<file path="src/gxp_pkg.sv">
// Constants, types and register map of the 16-pin serial GPIO expander
package gxp_pkg;

  // Register codes held in the pointer nibble
  localparam logic [3:0] REG_INPUT0 = 4'h0;
  localparam logic [3:0] REG_INPUT1 = 4'h1;
  localparam logic [3:0] REG_POL0 = 4'h2;
  localparam logic [3:0] REG_POL1 = 4'h3;
  localparam logic [3:0] REG_HOLD0 = 4'h4;
  localparam logic [3:0] REG_HOLD1 = 4'h5;
  localparam logic [3:0] REG_PULL0 = 4'h6;
  localparam logic [3:0] REG_PULL1 = 4'h7;
  localparam logic [3:0] REG_DIR0 = 4'h8;
  localparam logic [3:0] REG_DIR1 = 4'h9;
  localparam logic [3:0] REG_OUTPUT_LATCH_BANK0 = 4'ha;
  localparam logic [3:0] REG_OUTPUT_LATCH_BANK1 = 4'hb;
  localparam logic [3:0] REG_MASK0 = 4'hc;
  localparam logic [3:0] REG_MASK1 = 4'hd;
  localparam logic [3:0] REG_STAT0 = 4'he;
  localparam logic [3:0] REG_STAT1 = 4'hf;
  localparam int REG_COUNT = 16;

  // Pin organisation
  localparam int BANK_W = 8;
  localparam int PIN_W = 16;

  // Reset values of the writable registers
  localparam logic [7:0] RST_POL = 8'h00;
  localparam logic [7:0] RST_HOLD = 8'h00;
  localparam logic [7:0] RST_PULL = 8'h00;
  localparam logic [7:0] RST_DIR = 8'hff;
  localparam logic [7:0] RST_OUT = 8'h00;
  localparam logic [7:0] RST_MASK = 8'hff;
  localparam logic [7:0] RST_CMD = 8'h00;

  // Field positions
  localparam int HOLD_EN_BIT = 0;
  localparam int CMD_AI_BIT = 7;
  localparam int BYTE_BITS = 8;
  localparam logic [3:0] ACK_SLOT = 4'h8;

  // Slave address: upper bits fixed, low nibble fixed or strapped
  localparam logic [2:0] ADDR_UPPER = 3'h2;
  localparam logic [3:0] ADDR_FIXED_LOW = 4'h0;

  // Stored command byte
  typedef struct packed {
    logic autoinc;
    logic [2:0] spare;
    logic [3:0] ptr;
  } gxp_cmd_s;

  // Protocol states of the serial slave
  typedef enum logic [2:0] {
    ST_IDLE,
    ST_ADDR,
    ST_CMD,
    ST_WDATA,
    ST_RDATA,
    ST_IGNORE
  } gxp_state_e;

endpackage

</file>
<file path="src/gxp_sync.sv">
// Two-stage synchroniser for pins arriving from outside the clock domain
`timescale 1ns/1ns
module gxp_sync #(
  parameter int W = 1,
  parameter logic [W-1:0] RST_VAL = '0
) (
  input wire logic core_clk,
  input wire logic sys_rst,
  input wire logic [W-1:0] d,
  output logic [W-1:0] q
);

  // First stage, read only by the second stage
  logic [W-1:0] meta_ff;

  // Both stages load the idle value under reset
  always_ff @(posedge core_clk)
  begin
    if (sys_rst)
    begin
      meta_ff <= RST_VAL;
      q <= RST_VAL;
    end
    else
    begin
      meta_ff <= d;
      q <= meta_ff;
    end
  end

endmodule

</file>
<file path="src/gxp_expander.sv">
// Serial slave front end, register map and pin control of the GPIO expander
`timescale 1ns/1ns
module gxp_expander
  import gxp_pkg::*;
#(
  parameter bit LARGE_VARIANT = 1'b1
) (
  input wire logic core_clk,
  input wire logic sys_rst,
  input wire logic rst_n,
  input wire logic scl_in,
  input wire logic sda_in,
  output logic sda_out,
  output logic sda_oe_n,
  input wire logic addr_strap_bit0,
  input wire logic addr_strap_bit1,
  input wire logic addr_strap_bit2,
  input wire logic addr_strap_bit3,
  input wire logic [15:0] gpio_in,
  output logic [15:0] gpio_out,
  output logic [15:0] gpio_oe_n,
  output logic [1:0] keeper_en,
  output logic [1:0] pull_en,
  output logic [15:0] pull_up_sel,
  output logic int_out,
  output logic int_oe_n
);

  // Synchronised pins
  logic scl_s;
  logic sda_s;
  logic rst_n_s;
  logic [3:0] strap_s;
  logic [15:0] gpio_s;
  // Combined reset: core reset or low level on the reset pin
  logic dev_rst;
  // Protocol state
  gxp_state_e state_ff;
  logic scl_prev_ff;
  logic sda_prev_ff;
  logic [3:0] bit_cnt_ff;
  logic [7:0] shift_ff;
  logic in_ack_ff;
  logic ack_ok_ff;
  logic read_op_ff;
  logic drive_low_ff;
  // Command pointer and register storage
  gxp_cmd_s cmd_ff;
  logic [7:0] reg_ff [REG_COUNT];
  logic [6:0] my_addr_ff;
  // Interrupt state
  logic [15:0] gpio_prev_ff;
  logic [15:0] irq_status_ff;
  // Decoded events
  logic scl_rise;
  logic scl_fall;
  logic start_det;
  logic stop_det;
  logic [3:0] ptr_next;
  logic load_read;
  logic [3:0] load_ptr;
  logic [15:0] change_set;
  logic [15:0] read_clear;
  logic [7:0] read_byte; // Register value fetched for the next read byte

  // One synchroniser for every pin; clock and data lines idle high
  gxp_sync #(.W(23), .RST_VAL(23'h60_0000)) u_pin_sync (
    .core_clk(core_clk),
    .sys_rst(sys_rst),
    .d({scl_in, sda_in, rst_n, addr_strap_bit3, addr_strap_bit2, addr_strap_bit1,
        addr_strap_bit0, gpio_in}),
    .q({scl_s, sda_s, rst_n_s, strap_s, gpio_s})
  );

  // Reset pin is active low
  assign dev_rst = sys_rst | ~rst_n_s;
  // Reset value of each register code
  function automatic logic [7:0] reg_reset(input logic [3:0] idx);
    logic [7:0] v;
    v = 8'h00;
    unique case (idx)
      REG_POL0, REG_POL1: v = RST_POL;
      REG_HOLD0, REG_HOLD1: v = RST_HOLD;
      REG_PULL0, REG_PULL1: v = RST_PULL;
      REG_DIR0, REG_DIR1: v = RST_DIR;
      REG_OUTPUT_LATCH_BANK0, REG_OUTPUT_LATCH_BANK1: v = RST_OUT;
      REG_MASK0, REG_MASK1: v = RST_MASK;
      default: v = 8'h00;
    endcase
    return v;
  endfunction
  // Codes that software may change; input and status codes are read only
  function automatic logic reg_writable(input logic [3:0] idx);
    return (idx >= REG_POL0) && (idx <= REG_MASK1);
  endfunction
  // Every nibble value names a defined register
  function automatic logic cmd_valid(input logic [3:0] idx);
    return 32'(idx) < REG_COUNT;
  endfunction
  // Read value of a register code
  function automatic logic [7:0] reg_read(input logic [3:0] idx);
    logic [7:0] v;
    v = reg_ff[idx];
    unique case (idx)
      REG_INPUT0: v = gpio_s[7:0] ^ reg_ff[REG_POL0];
      REG_INPUT1: v = gpio_s[15:8] ^ reg_ff[REG_POL1];
      REG_STAT0: v = irq_status_ff[7:0];
      REG_STAT1: v = irq_status_ff[15:8];
      default: v = reg_ff[idx];
    endcase
    return v;
  endfunction
  // Byte handed to the shifter when a read byte is fetched
  assign read_byte = reg_read(load_ptr);
  // Pointer after a data byte: advance and wrap only with the flag set
  assign ptr_next = cmd_ff.autoinc ? 4'(cmd_ff.ptr + 4'h1) : cmd_ff.ptr;
  // Clock and data edge detection on the synchronised lines
  assign scl_rise = scl_s & ~scl_prev_ff;
  assign scl_fall = ~scl_s & scl_prev_ff;
  assign start_det = scl_s & scl_prev_ff & sda_prev_ff & ~sda_s;
  assign stop_det = scl_s & scl_prev_ff & ~sda_prev_ff & sda_s;
  // A read byte is fetched at the end of the address slot or after a master ack
  always_comb
  begin
    load_read = 1'b0;
    load_ptr = cmd_ff.ptr;
    if (state_ff == ST_ADDR && in_ack_ff && scl_fall && ack_ok_ff && read_op_ff)
    begin
      load_read = 1'b1;
    end
    else if (state_ff == ST_RDATA && scl_rise && bit_cnt_ff == ACK_SLOT && !sda_s)
    begin
      load_read = 1'b1;
      load_ptr = ptr_next;
    end
  end
  // Previous line levels for edge detection
  always_ff @(posedge core_clk)
  begin
    if (dev_rst)
    begin
      scl_prev_ff <= 1'b1;
      sda_prev_ff <= 1'b1;
    end
    else
    begin
      scl_prev_ff <= scl_s;
      sda_prev_ff <= sda_s;
    end
  end
  // Slave address: fixed in the small variant, straps followed while the bus is idle,
  // since the strap synchroniser only settles as the reset pin's synchroniser releases
  always_ff @(posedge core_clk)
  begin
    if (dev_rst || state_ff == ST_IDLE)
    begin
      my_addr_ff <= LARGE_VARIANT ? {ADDR_UPPER, strap_s} : {ADDR_UPPER, ADDR_FIXED_LOW};
    end
  end
  // Byte engine: bit counting, shifting, acknowledge slots and state
  always_ff @(posedge core_clk)
  begin
    if (dev_rst)
    begin
      state_ff <= ST_IDLE;
      bit_cnt_ff <= 4'h0;
      shift_ff <= 8'h00;
      in_ack_ff <= 1'b0;
      ack_ok_ff <= 1'b0;
      read_op_ff <= 1'b0;
      drive_low_ff <= 1'b0;
    end
    else if (start_det)
    begin
      // A start or repeated start always begins a new address byte
      state_ff <= ST_ADDR;
      bit_cnt_ff <= 4'h0;
      in_ack_ff <= 1'b0;
      drive_low_ff <= 1'b0;
    end
    else if (stop_det)
    begin
      // Stop releases the line and ends the transfer
      state_ff <= ST_IDLE;
      in_ack_ff <= 1'b0;
      drive_low_ff <= 1'b0;
    end
    else if (state_ff == ST_RDATA)
    begin
      if (scl_rise && bit_cnt_ff < ACK_SLOT)
      begin
        // Master has sampled the bit, move to the next
        shift_ff <= {shift_ff[6:0], 1'b0};
        bit_cnt_ff <= 4'(bit_cnt_ff + 4'h1);
      end
      else if (scl_rise)
      begin
        // Master ack continues the read, a nack ends it
        if (load_read)
        begin
          shift_ff <= reg_read(load_ptr);
          bit_cnt_ff <= 4'h0;
        end
        else
        begin
          state_ff <= ST_IGNORE;
        end
      end
      else if (scl_fall)
      begin
        // Present the current bit, release for the master's ack slot
        drive_low_ff <= (bit_cnt_ff < ACK_SLOT) && !shift_ff[7];
      end
    end
    else if (state_ff == ST_ADDR || state_ff == ST_CMD || state_ff == ST_WDATA)
    begin
      if (scl_rise && !in_ack_ff && bit_cnt_ff < ACK_SLOT)
      begin
        // Receive one bit, most significant first
        shift_ff <= {shift_ff[6:0], sda_s};
        bit_cnt_ff <= 4'(bit_cnt_ff + 4'h1);
      end
      else if (scl_fall && !in_ack_ff && bit_cnt_ff == ACK_SLOT)
      begin
        // Decide the acknowledge for the byte just received
        in_ack_ff <= 1'b1;
        if (state_ff == ST_ADDR)
        begin
          ack_ok_ff <= shift_ff[7:1] == my_addr_ff;
          drive_low_ff <= shift_ff[7:1] == my_addr_ff;
          read_op_ff <= shift_ff[0];
        end
        else if (state_ff == ST_CMD)
        begin
          ack_ok_ff <= cmd_valid(shift_ff[3:0]);
          drive_low_ff <= cmd_valid(shift_ff[3:0]);
        end
        else
        begin
          ack_ok_ff <= 1'b1;
          drive_low_ff <= 1'b1;
        end
      end
      else if (scl_fall && in_ack_ff)
      begin
        // End of the ack slot: choose the next phase
        in_ack_ff <= 1'b0;
        bit_cnt_ff <= 4'h0;
        drive_low_ff <= 1'b0;
        if (!ack_ok_ff)
        begin
          state_ff <= ST_IGNORE;
        end
        else if (state_ff == ST_ADDR && read_op_ff)
        begin
          state_ff <= ST_RDATA;
          shift_ff <= read_byte;
          drive_low_ff <= !read_byte[7];
        end
        else if (state_ff == ST_ADDR)
        begin
          state_ff <= ST_CMD;
        end
        else
        begin
          state_ff <= ST_WDATA;
        end
      end
    end
  end
  // Command pointer: stored from the command byte, advanced per data byte
  always_ff @(posedge core_clk)
  begin
    if (dev_rst)
    begin
      cmd_ff <= gxp_cmd_s'(RST_CMD);
    end
    else if (scl_fall && !in_ack_ff && bit_cnt_ff == ACK_SLOT && !start_det && !stop_det)
    begin
      if (state_ff == ST_CMD && cmd_valid(shift_ff[3:0]))
      begin
        cmd_ff <= gxp_cmd_s'(shift_ff);
      end
      else if (state_ff == ST_WDATA)
      begin
        cmd_ff.ptr <= ptr_next;
      end
    end
    else if (load_read && state_ff == ST_RDATA && !start_det && !stop_det)
    begin
      cmd_ff.ptr <= ptr_next;
    end
  end
  // Register file: a data byte updates only the pointed register
  always_ff @(posedge core_clk)
  begin
    if (dev_rst)
    begin
      for (int i = 0; i < REG_COUNT; i++)
      begin
        reg_ff[i] <= reg_reset(4'(i));
      end
    end
    else if (state_ff == ST_WDATA && scl_fall && !in_ack_ff && bit_cnt_ff == ACK_SLOT
             && !start_det && !stop_det && reg_writable(cmd_ff.ptr))
    begin
      reg_ff[cmd_ff.ptr] <= shift_ff;
    end
  end
  // Change detection on unmasked input pins
  always_comb
  begin
    for (int b = 0; b < PIN_W; b++)
    begin
      change_set[b] = (gpio_s[b] != gpio_prev_ff[b])
        && !reg_ff[b < BANK_W ? REG_MASK0 : REG_MASK1][b % BANK_W]
        && reg_ff[b < BANK_W ? REG_DIR0 : REG_DIR1][b % BANK_W];
    end
    read_clear = 16'h0000;
    if (load_read && !start_det && !stop_det && load_ptr == REG_INPUT0)
    begin
      read_clear[7:0] = 8'hff;
    end
    if (load_read && !start_det && !stop_det && load_ptr == REG_INPUT1)
    begin
      read_clear[15:8] = 8'hff;
    end
  end
  // Sticky status and interrupt pin: a new change wins over a clear in the same cycle
  always_ff @(posedge core_clk)
  begin
    if (dev_rst)
    begin
      gpio_prev_ff <= 16'h0000;
      irq_status_ff <= 16'h0000;
      int_oe_n <= 1'b1;
    end
    else
    begin
      gpio_prev_ff <= gpio_s;
      irq_status_ff <= (irq_status_ff & ~read_clear) | change_set;
      int_oe_n <= ~|irq_status_ff;
    end
  end
  // Open-drain outputs: enable low pulls the line low
  assign int_out = 1'b0;
  assign sda_out = 1'b0;
  assign sda_oe_n = ~drive_low_ff;
  // Pin drivers, keeper and pull controls per bank
  always_ff @(posedge core_clk)
  begin
    if (dev_rst)
    begin
      gpio_out <= {RST_OUT, RST_OUT};
      gpio_oe_n <= {RST_DIR, RST_DIR};
      keeper_en <= {RST_HOLD[HOLD_EN_BIT], RST_HOLD[HOLD_EN_BIT]};
      pull_en <= ~{RST_HOLD[HOLD_EN_BIT], RST_HOLD[HOLD_EN_BIT]};
      pull_up_sel <= {RST_PULL, RST_PULL};
    end
    else
    begin
      gpio_out <= {reg_ff[REG_OUTPUT_LATCH_BANK1], reg_ff[REG_OUTPUT_LATCH_BANK0]};
      gpio_oe_n <= {reg_ff[REG_DIR1], reg_ff[REG_DIR0]};
      keeper_en <= {reg_ff[REG_HOLD1][HOLD_EN_BIT], reg_ff[REG_HOLD0][HOLD_EN_BIT]};
      pull_en <= ~{reg_ff[REG_HOLD1][HOLD_EN_BIT], reg_ff[REG_HOLD0][HOLD_EN_BIT]};
      pull_up_sel <= {reg_ff[REG_PULL1], reg_ff[REG_PULL0]};
    end
  end

endmodule

</file>
<file path="config.mk">
export PLATFORM = sky130hd
export DESIGN_NAME = gxp_expander
export DESIGN_NICKNAME = d
export VERILOG_FILES = /design/src/gxp_pkg.sv /design/src/gxp_sync.sv /design/src/gxp_expander.sv
export SDC_FILE = /design/constraint.sdc
export NUM_CORES = 1
export LEC_CHECK = 0
export ABC_AREA = 1
export BUFFER_PORTS_ARGS = -buffer_cell sky130_fd_sc_hd__clkbuf_2
export CORE_ASPECT_RATIO = 1.2
export CORE_UTILIZATION = 50
export CTS_BUF_LIST = sky130_fd_sc_hd__clkbuf_16
export DETAILED_ROUTE_END_ITERATION = 16
export PLACE_DENSITY = 0.68
export SKIP_CTS_REPAIR_TIMING = 1
export SYNTH_ARGS = -nofsm -noshare
export SYNTH_HDL_FRONTEND = slang
export SYNTH_SLANG_ARGS = --single-unit
</file>
<file path="constraint.sdc">
create_clock -name core_clk -period 3.4 [get_ports core_clk]
set_input_delay 0.34 -clock core_clk [delete_from_list [all_inputs] [get_ports core_clk]]
set_output_delay 0.34 -clock core_clk [all_outputs]
set_load 0.005 [all_outputs]
</file>
==> impl_metrics.yaml <==
clock_network:
  clk_path_buf_depth: 3
  clock-sinks: 289
  clk_latency_ns: 0.55
  cts_root_buf: "clkbuf_16"
  clk_pin_slew_worst_paths_ns: 0.07
  tritoncts: "done"
  numCtsBuffers: 27
  cts_max_level: 1
min_path:
  holdPathEnd: "u_pin_sync.meta_ff[2]$_SDFF_PP0_"
  hp-class: "in2reg"
  min_from: "gpio_in[2]"
  hold_depth: 3
sta:
  hold_viol_final: 4
  rsz0062_at_grt: "no"
  fin_crit_sh_pct: 90.5
  fin_tns_setup_ns: 0
  worst_slack_ns: 0.323
  fin_hold_ws_ns: -0.0135
  setup_viol_count_final: 0
  max_slew_margin_pct: 41.3
  max_clock_freq_mhz: 325
  skew_ns: 0.0249
  tightestPinTransition_ns: 0.880
  final-max-slew-violation-count: 0
  finalCriticalPeriod_ns: 3.08
outcome:
  failed_checks: "negative hold slack"
  outcome: "finished with violations"
placement:
  dp_cells: 1761
  portBuffers: 78
  post-dp-hpwl_microns: 23200
  gp_congestion: 0.972
  place_area_sq_um: 12700
  dpl_worst_slack_ns: 0.396
worst_setup_path:
  cp-start-kind: "flip-flop"
  reg2reg_depth: 14
  r2r_start: "cmd_ff[0]$_SDFFE_PP0P_"
  crit_type: "reg2reg"
  cp-end-kind: "flip-flop"
  cp.arrival_ns: 3.55
  cp_max_fo: 13
  required_ns: 3.87
  rrSetupSlack_ns: 0.32
  rr_endpoint: "shift_ff[0]$_SDFFE_PP0P_"
logic_synthesis:
  synth_ff_type: "dfxtp_1"
  synthTopCellsByArea: "edfxtp_1, dfxtp_1, nand2_1"
  yosysTopAreaCellShare_pct: 33.1
  synthTopCellsByCount: "nand2_1, nor2_1, inv_1"
  ys_seq_area_share_pct: 59.4
  yosys_warnings: 0
  ys_ff_latch: 289
  yosysTopAreaCell: "edfxtp_1"
  syn_area_sq_um: 12000
  async_flop_share_pct: 0
  avgSynthCellArea_sq_um: 8.61
  yosysMostFrequentCell: "nand2_1"
  synthCells: 1391
  ys_types: 41
  synth_edf_count: 132
layout:
  nFillCells: 2118
  stdcell_count: 1829
  final_area_sq_um: 13700
  final_nets: 1525
  layout-drive-gt1-share_pct: 11.2
  area_growth_syn_to_layout_pct: 14.6
  antenna_cells: 0
  fin_util_pct: 58.7
floorplan:
  die_x_microns: 143
  rows: 61
  start_util_pct: 51.3
  fp.dieH_microns: 172
  io_pins: 81
  coreArea_sq_um: 23400
  die_area_sq_um: 24600
power:
  ir_worst_vdd_mv: 0.320
  power.total_mw: 6.69
  power.leakage_nw: 5.75
  p_per_area_nw_per_um2: 488
grt:
  grt_pass1_wl_microns: 49900
  grt-ovfl-total: 0
  antenna_found_initial: 0
  grt_pass1_vias: 8908
  grt_use_total_pct: 27.4
  grt_max_degree: 77
drt:
  first_pass_iters: 5
  wire_per_inst_microns: 17.7
  route.detailed.drc: 0
  final_antenna_net_count: 0
  vias: 9555
  first_iter_violations: 939
  wl_microns: 32400
  avgViaCountPerCell: 5.22
job:
  cap_violations: 0
-- power by group --
| group | internal [mW] | switching (mW) |
|---|---|---|
| clock network | 1.56 | 1.29 |
| registers | 3.66 | 0.0344 |
| logic | 0.0591 | 0.0842 |
| total | 5.29 | 1.41 |
-- per-layer routing --
metal	routed length, microns	vias to the layer above	GRT usage [%]
li1	-	4605	-
met5	0	-	0
met4	1410	0	12.1
met3	2510	97	4.26
met1	13400	4423	35.8
met2	15100	430	44.9
-- registers in the layout, indices dropped and copies added (netlist names) --
register and cells:
gpio_oe_n 16, sda_prev_ff 1, keeper_en 2, int_oe_n 1
read_op_ff 1, cmd_ff 5, pull_en 2, bit_cnt_ff 4
irq_status_ff 16, gpio_out 16, u_pin_sync.q 23, scl_prev_ff 1
u_pin_sync.meta_ff 23, shift_ff 8, pull_up_sel 16, state_ff 3
my_addr_ff 4, ack_ok_ff 1, in_ack_ff 1, drive_low_ff 1
reg_ff 128, gpio_prev_ff 16
-- cell type report --
| type | instances | area [sq um] | area share [%] |
|---|---|---|---|
| sequential | 289 | 7110 | 51.8 |
| multi-input combinational | 883 | 4010 | 29.3 |
| timing repair buffer | 116 | 721 | 5.25 |
| clock buffer | 28 | 701 | 5.11 |
| inverter | 176 | 661 | 4.81 |
| tap | 315 | 394 | 2.87 |
| clock inverter | 22 | 124 | 0.903 |
-- worst max-delay path: stages, from the launching register on --
cell and delay (ns):
dfxtp_1 0.43, inv_1 0.16, ha_1 0.31, nand2_1 0.04, o21ai_0 0.22, nand2_1 0.11, nand2_1 0.35, nand2_1 0.32
nor3_2 0.52, nand2_1 0.11, nand3_1 0.11, nor2_1 0.05, nor2_1 0.08, nand2_1 0.08, a21oi_1 0.12
-- layout by cell type (no fill, tap or decap), types with 6 or more instances in the layout --
cell type / instances
nand4_1: 24
o21ai_0: 37
nand3_1: 39
inv_1: 172
xor2_1: 17
dlygate4sd3_1: 18
dfxtp_1: 157
clkinv_1: 10
buf_4: 20
nor2_1: 257
inv_2: 8
a21oi_1: 66
or2_2: 6
a211oi_1: 16
ha_1: 7
nand2_1: 362
clkbuf_16: 28
clkbuf_2: 78
edfxtp_1: 132
-- cell families (layout without fill, tap and decap cells) --
logic type / after synthesis / in the layout / share of synthesized area (%)
compound gates: 139 / 139 / 6.79
xor+xnor: 19 / 19 / 1.39
fa+ha+maj: 7 / 7 / 0.731
buf+inv: 220 / 342 / 7.17
flops: 289 / 289 / 59.4
other cells: 1 / 2 / 0.0313
simple gates: 716 / 716 / 24.5
-- how the worst max path moves through the flow --
stage               cells past startpoint                          end                        from
finish                                 14     shift_ff[0]$_SDFFE_PP0P_      cmd_ff[0]$_SDFFE_PP0P_
global route                           14     shift_ff[5]$_SDFFE_PP0P_      cmd_ff[0]$_SDFFE_PP0P_
CTS                                    14     shift_ff[0]$_SDFFE_PP0P_      cmd_ff[0]$_SDFFE_PP0P_
detailed placement                     14     shift_ff[2]$_SDFFE_PP0P_      cmd_ff[0]$_SDFFE_PP0P_
global placement                       14     shift_ff[2]$_SDFFE_PP0P_      cmd_ff[0]$_SDFFE_PP0P_
floorplan                               8  reg_ff[13][0]$_SDFFCE_PN1P_  bit_cnt_ff[0]$_SDFFE_PP0P_
No activity file was read; power rests on OpenSTA's default activity.
